[config.mk]
export PLATFORM = sky130hd
export DESIGN_NAME = pgen_routing_top
export DESIGN_NICKNAME = d
export VERILOG_FILES = /design/src/pgen_pkg.sv /design/src/pgen_input_sync.sv /design/src/pgen_routing_top.sv /design/src/pgen_unit.sv
export VERILOG_INCLUDE_DIRS = /design/src
export SDC_FILE = /design/constraint.sdc
export NUM_CORES = 2
export LEC_CHECK = 0
export BUFFER_PORTS_ARGS = -buffer_cell sky130_fd_sc_hd__buf_2
export CAP_MARGIN = 20
export CORE_MARGIN = 5
export CORE_UTILIZATION = 35
export CTS_CLUSTER_DIAMETER = 120
export DETAILED_ROUTE_END_ITERATION = 8
export SKIP_LAST_GASP = 1
export SLEW_MARGIN = 20
export SYNTH_ARGS = -nofsm -noshare
export SYNTH_HDL_FRONTEND = slang
export SYNTH_HIERARCHICAL = 1
export SYNTH_SLANG_ARGS = --single-unit
[constraint.sdc]
create_clock -name mclk_i -period 4.9 [get_ports mclk_i]
set_clock_uncertainty 0.05 [all_clocks]
set_input_delay 0.245 -clock mclk_i [delete_from_list [all_inputs] [get_ports mclk_i]]
set_output_delay 0.245 -clock mclk_i [all_outputs]
set_load 0.02 [all_outputs]
[src/pgen_regs.svh]
`ifndef PGEN_REGS_SVH
`define PGEN_REGS_SVH
// Register indices decoded on the register port.
`define LINE0_MODE_SELECT_IDX 20'h92888
`define LINE1_MODE_SELECT_IDX 20'h92889
`define LINE2_MODE_SELECT_IDX 20'h9288A
`define LINE3_MODE_SELECT_IDX 20'h9288B
`define LINE0_MODES_AVAIL_IDX 20'h928EC
`define LINE1_MODES_AVAIL_IDX 20'h928ED
`define LINE2_MODES_AVAIL_IDX 20'h928EE
`define LINE3_MODES_AVAIL_IDX 20'h928EF
`define UNIT0_TRIG_CFG_IDX 20'h92BAF
`define UNIT1_TRIG_CFG_IDX 20'h92C13
`define UNIT2_TRIG_CFG_IDX 20'h92C77
`define UNIT3_TRIG_CFG_IDX 20'h92CDB
`define UNIT_ENABLE_MASK_IDX 20'h92D3F
`define UNIT_COMMAND_PORT_IDX 20'h92D40
`define UNIT_PERIOD_IDX_BASE 20'h92D50
`define UNIT_HIGH_IDX_BASE 20'h92D54
`define UNIT_LOOPS_IDX_BASE 20'h92D58
`define UNIT_SEL_IDX_BASE 20'h92D5C
// Configuration bit positions.
`define CFG_FIRST_INV_BIT 0
`define CFG_SECOND_INV_BIT 1
`define CFG_OUT_INV_BIT 2
`define CFG_LEVEL_BIT 3
// Line mode and command codes.
`define LINE_TRISTATE_MODE 32'h00000000
`define LINE_PULSE_OUTPUT_MODE 32'h00080000
`define SOFTWARE_FORCE_COMMAND 32'h00000001
// Reset values.
`define CFG_RESET 4'h0
`define MODE_RESET 32'h00000000
`endif

[src/pgen_pkg.sv]
package pgen_pkg;
  typedef enum logic [1:0] {PH_IDLE, PH_RUN, PH_DONE} unit_phase_t;
  typedef enum logic [1:0] {TM_TRIGGERED, TM_GATED, TM_SINGLE} trig_mode_t;
  typedef enum logic [1:0] {S1_UNUSED, S1_RUN, S1_ARM} sel1_src_t;
endpackage

[src/pgen_input_sync.sv]
`timescale 1ns/100ps
// Two-stage synchroniser for a bus of asynchronous levels.
module pgen_input_sync #(
  parameter int WIDTH = 4
) (
  input wire logic mclk_i, // System clock.
  input wire logic srst_i, // Synchronous reset.
  input wire logic [WIDTH-1:0] async_i, // Asynchronous levels.
  output logic [WIDTH-1:0] sync_o // Synchronised levels.
);
  logic [WIDTH-1:0] meta_reg;
  logic [WIDTH-1:0] sync_reg;

  // The first stage feeds only the second stage.
  always_ff @(posedge mclk_i) begin
    if (srst_i) begin
      meta_reg <= '0;
      sync_reg <= '0;
    end else begin
      meta_reg <= async_i;
      sync_reg <= meta_reg;
    end
  end

  assign sync_o = sync_reg;
endmodule // pgen_input_sync

[src/pgen_routing_top.sv]
`timescale 1ns/100ps
`include "pgen_regs.svh"
// Operation
// Generation stage trigger input always high-active.
// First-selector invert flag inverts first selector.
// Second-selector invert flag inverts second selector.
// Output invert flag inverts unit pulses.
// Rising edge default; level flag detects high.
// Any flag combination is honoured.
// Each unit has its own config register.
// Pulse mode drives line from same unit.
// Disable mode, reset default, leaves line tristate.
// Exactly one mode active per line.
// Read-only available-modes mask per line.
// Three-line cards: fourth unit cascade only.
// Line modes apply at start or write-setup.
// Enable bit arms unit trigger detection.
// Loop count zero repeats endlessly.
// Force starts all software-triggered units together.
// Enable zero plus write-setup halts output.
// Period and high count generator clocks.
// Unused selector outputs static high.
// Force is one rising edge to all.
// Triggered mode ignores trigger until done.
// Gate low stops and resets counters.
// Selector inverters precede edge/level detector.
module pgen_routing_top
  import pgen_pkg::*;
#(
  parameter int NUM_LINES = 4, // Three on smaller cards.
  parameter logic [31:0] AVAIL_MODES = 32'h00080000
) (
  input wire logic mclk_i, // Pulse generator clock.
  input wire logic srst_i, // Synchronous reset.
  input wire logic reg_wr_i, // Register write strobe.
  input wire logic reg_rd_i, // Register read strobe.
  input wire logic [19:0] reg_idx_i, // Register index.
  input wire logic [31:0] reg_wdata_i, // Write data.
  output logic [31:0] reg_rdata_o, // Read data.
  output logic reg_rvalid_o, // Read data valid pulse.
  input wire logic card_start_i, // Card start command pulse.
  input wire logic apply_setup_i, // Write-setup command pulse.
  input wire logic run_state_i, // Card running level.
  input wire logic arm_state_i, // Card armed level.
  input wire logic card_trigger_i, // Card trigger output level.
  input wire logic [3:0] line_in_i, // Multi-purpose line pin levels.
  output logic [3:0] line_out_o, // Multi-purpose line drive value.
  output logic [3:0] line_oe_o // Multi-purpose line output enable.
);
  typedef struct packed {
    logic [3:0][31:0] mode_pend;
    logic [3:0][31:0] mode_act;
    logic [3:0][3:0] cfg;
    logic [3:0] en_pend;
    logic [3:0] en_act;
    logic [3:0][31:0] period;
    logic [3:0][31:0] high;
    logic [3:0][31:0] loops;
    logic [3:0][7:0] sel;
    logic force_pulse;
    logic [31:0] rdata;
    logic rvalid;
    logic [3:0] lout;
    logic [3:0] loe;
  } top_state_t;

  top_state_t st_reg;
  top_state_t st_next;
  logic [3:0] line_sync;
  logic [3:0] pulse;
  logic [3:0] sel1;
  logic [3:0] sel2;
  logic [3:0][19:0] cfg_idx;
  logic [3:0][19:0] mode_idx;
  logic [3:0][19:0] avail_idx;

  assign cfg_idx = {20'(`UNIT3_TRIG_CFG_IDX), 20'(`UNIT2_TRIG_CFG_IDX),
                    20'(`UNIT1_TRIG_CFG_IDX), 20'(`UNIT0_TRIG_CFG_IDX)};
  assign mode_idx = {20'(`LINE3_MODE_SELECT_IDX), 20'(`LINE2_MODE_SELECT_IDX),
                     20'(`LINE1_MODE_SELECT_IDX), 20'(`LINE0_MODE_SELECT_IDX)};
  assign avail_idx = {20'(`LINE3_MODES_AVAIL_IDX), 20'(`LINE2_MODES_AVAIL_IDX),
                      20'(`LINE1_MODES_AVAIL_IDX), 20'(`LINE0_MODES_AVAIL_IDX)};

  // Pin inputs cross into the clock domain before any selector sees them.
  pgen_input_sync #(.WIDTH(4)) u_sync (
    .mclk_i(mclk_i),
    .srst_i(srst_i),
    .async_i(line_in_i),
    .sync_o(line_sync)
  );

  // Selector muxes; sel byte: [1:0] first source, [7:4] second source.
  always_comb begin
    for (int u = 0; u < 4; u++) begin
      unique case (st_reg.sel[u][1:0])
        2'h1: sel1[u] = run_state_i;
        2'h2: sel1[u] = arm_state_i;
        default: sel1[u] = 1'b1;
      endcase
      unique case (st_reg.sel[u][7:4])
        4'h1: sel2[u] = st_reg.force_pulse;
        4'h2: sel2[u] = card_trigger_i;
        4'h3: sel2[u] = (u != 0) ? pulse[0] : 1'b1;
        4'h4: sel2[u] = (u != 1) ? pulse[1] : 1'b1;
        4'h5: sel2[u] = (u != 2) ? pulse[2] : 1'b1;
        4'h6: sel2[u] = (u != 3) ? pulse[3] : 1'b1;
        4'h7: sel2[u] = line_sync[0];
        4'h8: sel2[u] = line_sync[1];
        4'h9: sel2[u] = line_sync[2];
        4'hA: sel2[u] = line_sync[3];
        default: sel2[u] = 1'b1;
      endcase
    end
  end

  // One generator per unit, fed from the written settings and the active enable.
  for (genvar g = 0; g < 4; g++) begin : g_unit
    pgen_unit u_unit (
      .mclk_i(mclk_i),
      .srst_i(srst_i),
      .enable_i(st_reg.en_act[g]),
      .cfg_i(st_reg.cfg[g]),
      .mode_i(trig_mode_t'(st_reg.sel[g][3:2])),
      .sel1_i(sel1[g]),
      .sel2_i(sel2[g]),
      .period_i(st_reg.period[g]),
      .high_i(st_reg.high[g]),
      .loops_i(st_reg.loops[g]),
      .pulse_o(pulse[g])
    );
  end

  // Register writes, reads, command handling and line drive.
  always_comb begin
    st_next = st_reg;
    st_next.force_pulse = 1'b0;
    st_next.rvalid = reg_rd_i;
    st_next.rdata = 32'h00000000;
    for (int u = 0; u < 4; u++) begin
      if (reg_wr_i && reg_idx_i == cfg_idx[u]) begin
        st_next.cfg[u] = reg_wdata_i[3:0];
      end
      if (reg_wr_i && reg_idx_i == mode_idx[u]) begin
        st_next.mode_pend[u] = reg_wdata_i;
      end
      if (reg_wr_i && reg_idx_i == `UNIT_PERIOD_IDX_BASE + 20'(u)) begin
        st_next.period[u] = reg_wdata_i;
      end
      if (reg_wr_i && reg_idx_i == `UNIT_HIGH_IDX_BASE + 20'(u)) begin
        st_next.high[u] = reg_wdata_i;
      end
      if (reg_wr_i && reg_idx_i == `UNIT_LOOPS_IDX_BASE + 20'(u)) begin
        st_next.loops[u] = reg_wdata_i;
      end
      if (reg_wr_i && reg_idx_i == `UNIT_SEL_IDX_BASE + 20'(u)) begin
        st_next.sel[u] = reg_wdata_i[7:0];
      end
      if (reg_rd_i && reg_idx_i == cfg_idx[u]) begin
        st_next.rdata = {28'h0000000, st_reg.cfg[u]};
      end
      if (reg_rd_i && reg_idx_i == mode_idx[u]) begin
        st_next.rdata = st_reg.mode_pend[u];
      end
      if (reg_rd_i && reg_idx_i == avail_idx[u]) begin
        st_next.rdata = (u < NUM_LINES) ? AVAIL_MODES : 32'h00000000;
      end
    end
    if (reg_wr_i && reg_idx_i == `UNIT_ENABLE_MASK_IDX) begin
      st_next.en_pend = reg_wdata_i[3:0];
    end
    if (reg_rd_i && reg_idx_i == `UNIT_ENABLE_MASK_IDX) begin
      st_next.rdata = {28'h0000000, st_reg.en_act};
    end
    // The force command is a single cycle high, seen by all units at once.
    if (reg_wr_i && reg_idx_i == `UNIT_COMMAND_PORT_IDX &&
        reg_wdata_i == `SOFTWARE_FORCE_COMMAND) begin
      st_next.force_pulse = 1'b1;
    end
    // Pending modes and enables only take hold on start or write-setup.
    if (card_start_i || apply_setup_i) begin
      st_next.mode_act = st_next.mode_pend;
      st_next.en_act = st_next.en_pend;
    end
    // Only the exact pulse code drives; any other value keeps the line off.
    for (int l = 0; l < 4; l++) begin
      st_next.lout[l] = 1'b0;
      st_next.loe[l] = 1'b0;
      if (l < NUM_LINES && st_reg.mode_act[l] == `LINE_PULSE_OUTPUT_MODE) begin
        st_next.lout[l] = pulse[l];
        st_next.loe[l] = 1'b1;
      end
    end
  end

  always_ff @(posedge mclk_i) begin
    if (srst_i) begin
      st_reg <= '0; // Modes reset to tristate, units disabled.
    end else begin
      st_reg <= st_next;
    end
  end

  assign reg_rdata_o = st_reg.rdata;
  assign reg_rvalid_o = st_reg.rvalid;
  assign line_out_o = st_reg.lout;
  assign line_oe_o = st_reg.loe;
endmodule // pgen_routing_top

[src/pgen_unit.sv]
`timescale 1ns/100ps
`include "pgen_regs.svh"
// One pulse generator: trigger conditioning and period/high/loop counting.
module pgen_unit
  import pgen_pkg::*;
(
  input wire logic mclk_i, // Pulse generator clock.
  input wire logic srst_i, // Synchronous reset.
  input wire logic enable_i, // Unit armed.
  input wire logic [3:0] cfg_i, // Invert and level flags.
  input wire trig_mode_t mode_i, // Trigger mode.
  input wire logic sel1_i, // First selector output.
  input wire logic sel2_i, // Second selector output.
  input wire logic [31:0] period_i, // Period length in cycles.
  input wire logic [31:0] high_i, // High time in cycles.
  input wire logic [31:0] loops_i, // Loop count, zero endless.
  output logic pulse_o // Pulse stream after output inverter.
);
  typedef struct packed {
    unit_phase_t phase;
    logic trig_prev;
    logic [31:0] cnt;
    logic [31:0] loops;
    logic pulse;
  } unit_state_t;

  unit_state_t st_reg;
  unit_state_t st_next;
  logic trig;
  logic fire;

  // Inverters sit before the detector, so the stage input stays high-active.
  assign trig = (sel1_i ^ cfg_i[`CFG_FIRST_INV_BIT]) & (sel2_i ^ cfg_i[`CFG_SECOND_INV_BIT]);
  assign fire = cfg_i[`CFG_LEVEL_BIT] ? trig : (trig & ~st_reg.trig_prev);

  // Period and high counter; a truncated high time gives a shorter high phase.
  always_comb begin
    st_next = st_reg;
    st_next.trig_prev = trig;
    unique case (st_reg.phase)
      PH_IDLE: begin
        st_next.pulse = 1'b0;
        if (enable_i && fire) begin
          st_next.phase = PH_RUN;
          st_next.cnt = 32'h00000000;
          st_next.loops = 32'h00000000;
        end
      end
      PH_RUN: begin
        st_next.pulse = (st_reg.cnt < high_i);
        if (st_reg.cnt + 32'h00000001 >= period_i) begin
          st_next.cnt = 32'h00000000;
          st_next.loops = st_reg.loops + 32'h00000001;
          if (loops_i != 32'h00000000 && st_reg.loops + 32'h00000001 >= loops_i) begin
            // Triggered rearms, single shot waits for re-enable.
            st_next.phase = (mode_i == TM_SINGLE) ? PH_DONE : PH_IDLE;
          end
        end else begin
          st_next.cnt = st_reg.cnt + 32'h00000001;
        end
        // A falling gate stops output and clears every counter.
        if (mode_i == TM_GATED && !trig) begin
          st_next.phase = PH_IDLE;
          st_next.cnt = 32'h00000000;
          st_next.loops = 32'h00000000;
          st_next.pulse = 1'b0;
        end
      end
      PH_DONE: begin
        st_next.pulse = 1'b0;
      end
      default: st_next.phase = PH_IDLE;
    endcase
    // Disabling halts output at once.
    if (!enable_i) begin
      st_next.phase = PH_IDLE;
      st_next.pulse = 1'b0;
    end
  end

  always_ff @(posedge mclk_i) begin
    if (srst_i) begin
      st_reg <= '{phase: PH_IDLE, trig_prev: 1'b1, cnt: '0, loops: '0, pulse: 1'b0};
    end else begin
      st_reg <= st_next;
    end
  end

  assign pulse_o = st_reg.pulse ^ cfg_i[`CFG_OUT_INV_BIT];
endmodule // pgen_unit

==> results.md <==
- Top Ports: 106
- Arrival @ worst endpoint: 5.02 ns
- Nets: 6,895
- DRC: 0
- WHS Path Cells: 4
- Remaining Overflow, GRT: 0
- Clk sinks: 1,018
- Clock transition at the registers of the reported paths: 0.06 ns
- Chip width: 401.7 um
- MaxCap Viol Count: 0
- Via/cell ratio: 5.456
- DP Wirelength: 110,200 um
- #FFs+latches synth: 1,018
- Slew @ Worst Pin: 1.169 ns
- Total wire length: 169,200 um
- Crit-path max FO: 17
- Met3 wire len: 9529 um
- Max Freq: 226.9 MHz
- Setup CP Type: reg2reg
- Post-synth ARST share: 0%
- Req. time, crit path: 5.51 ns
- Router iterations before antenna repair: 8
- Final Hold Viols: 0
- Initial antenna violation count: 14
- H-tree levels: 3
- Yosys warns: 6
- EDFF count, synth: 0
- Num CTS Buffers: 109
- Synth area leader: dfxtp_1
- Synth Cell Area: 53,690 um2
- Cell row count: 143
- Post-synth cell types: 105
- Largest net degree at the start of global routing: 196
- Status: completed
- Worst r2r dst: g_unit[0].u_unit/st_reg[64]
- Tcrit/Tclk final: 89.96%
- Top-count cell post-synth: dfxtp_1
- P&R area growth vs syn: 11.16%
- Setup bufs post-CTS: 0
- Worst R2R Path Depth: 12
- Vias in the first global route: 44,390
- Final GP Congestion: 0.8983
- Hold WS: 0.06236 ns
- Hold path startpoint: reg_wdata_i[30]
- Critical R2R Launch: g_unit[0].u_unit/st_reg[36]
- CTS root buf: clkbuf_16
- Syn_nets: 7,031
- Top FF cell, synth: dfxtp_1
- Vert. Die Dim: 401.7 um
- Rel. slew slack: 22.08%
- Worst VDD drop: 0.3132 mV
- Core ar.: 152,300 um2
- Clock period minus worst slack: 4.408 ns
- R2r setup slk: 0.49 ns
- Fillcell total: 15,300
- Max clock buf depth: 3
- Setup violations, final: 0
- Syn Inst Count: 6,570
- Hold Path End: st_reg[392]
- Multi-input gate area: 29,560 um2
- Register area: 20,380 um2
- Worst-Skew Late Latency: 0.74 ns
- Unrepaired setup endpoints after global routing: no
- Share of cells above drive strength 1: 8.032%
- Metal2 WL: 77,380 um
- Final Slew Violations: 0
- Synth Area per Inst: 8.172 um2
- Sequential share of the synthesized area: 37.96%
- Synth top area cells: dfxtp_1 38%, ha_1 9.2%, nand2_1 7.0%
- Vias post-DR: 46,700
- Hold Crit Class: in2reg
- P_leak: 0.02176 uW
- DRT met1 WL: 76,250 um
- Power Dens Cells: 299.4 nW/um2
- Starting density of the core: 35.26%
- Global-route wire length before repair: 260,100 um
- Routed len/inst: 19.77 um
- Iter 0 DRT Violations: 4,241
- Startpoint types: flip-flop
- Top sig layer: met5
- Die ar.: 161,300 um2
- Max reg flops: 697
- Setup TNS Final: 0 ns
- Worst Setup End Kind: flip-flop
- Tot GR Track Use: 20.10%
- PortBufs: 105
- Antenna Nets Post-Route: 0
- CTS tree: built
- Commonest cells post-synth: 1,018 x dfxtp_1, 1,004 x nand2_1, 585 x a21oi_1
- Share of the synthesized area in the top cell type: 37.96%
## per-layer routing
metal,vias up,global-route usage (%)
met5,-,0
met4,4,6.946
met3,284,3.024
met2,1302,33.02
met1,22510,26.94
li1,22610,-
## what timing repair did
item | in CTS | in global routing
resized for setup | 0 | 2
hold endpoints to repair | 51 | 1
hold buffers | 13 | 1
endpoints found under the setup margin | 0 | 10
## area by class of cell
class                   instances  area share (%)
diodes                          6         0.02516
clock buffers                 155           5.315
clock inverters                46           1.126
inverters                     451           2.837
multi-input cells            4619           49.53
flip-flops and latches       1018           34.15
well taps                    2030           4.256
repair buffers                235           2.767
## power by group
part | internal, uW | total, uW | switching, uW
combinational | 120 | 657 | 538
sequential | 8320 | 8350 | 29.0
clock | 5210 | 8860 | 3650
total | 13600 | 17900 | 4220
## stage by stage
| step | power (uW) | instance area, um2 | setup WS (ns) | util (%) | instances |
|---|---|---|---|---|---|
| detailed placement | 9169 | 55630 | 0.3747 | 36.54 | 8338 |
| finish | 17870 | 59680 | 0.4921 | 39.20 | 8560 |
| global route | 18390 | 59670 | 0.1956 | 39.19 | 8557 |
| global placement | 9165 | 55630 | 0.4109 | 36.54 | 8338 |
| floorplan | 8850 | 53690 | 0.8770 | - | 6570 |
| CTS | 18010 | 59610 | 0.3684 | 39.15 | 8552 |
## cell usage in the layout, fill, tap and decap left out, types with 171 or more instances in the layout
cell      count
a211oi_1    172
a21oi_1     584
dfxtp_1    1018
ha_1        396
inv_1       450
mux2i_1     195
nand2_1    1004
nand4_1     178
nor2_1      565
xnor2_1     171
## cells by family (layout without fill, tap and decap cells)
family | Yosys count | in the layout | synth area share [%]
other cells | 0 | 6 | 0
mux | 197 | 197 | 3.698
buf+inv | 933 | 887 | 7.339
fa+ha+maj | 396 | 396 | 9.229
simple gates | 2387 | 2387 | 21.04
xor+xnor | 246 | 246 | 4.013
compound gates | 1393 | 1393 | 16.72
flops | 1018 | 1018 | 37.96
## worst max path at each step
stage	start	to	slack, ns	cells past startpoint
global placement	g_unit[3].u_unit/st_reg[35]	g_unit[3].u_unit/st_reg[32]	0.41	14
floorplan	g_unit[3].u_unit/st_reg[33]	g_unit[3].u_unit/st_reg[34]	0.88	16
detailed placement	g_unit[0].u_unit/st_reg[36]	g_unit[0].u_unit/st_reg[25]	0.37	12
global route	g_unit[1].u_unit/st_reg[36]	g_unit[1].u_unit/st_reg[14]	0.20	12
finish	g_unit[0].u_unit/st_reg[36]	g_unit[0].u_unit/st_reg[64]	0.49	12
CTS	g_unit[0].u_unit/st_reg[36]	g_unit[0].u_unit/st_reg[25]	0.37	12
## worst max-delay path, cell delays in order (launching register included)
cell and delay, ns:
dfxtp_1 0.48, and4_1 0.32, nand4_2 0.30, nor3_2 0.52, nand2_1 0.13, xnor2_1 0.20, ha_1 0.27, and4_1 0.19
a221o_1 0.32, a2111o_1 0.46, a31o_2 0.39, a21oi_2 0.47, a21boi_1 0.22
Note: power is estimated with default switching activity, not from simulation.
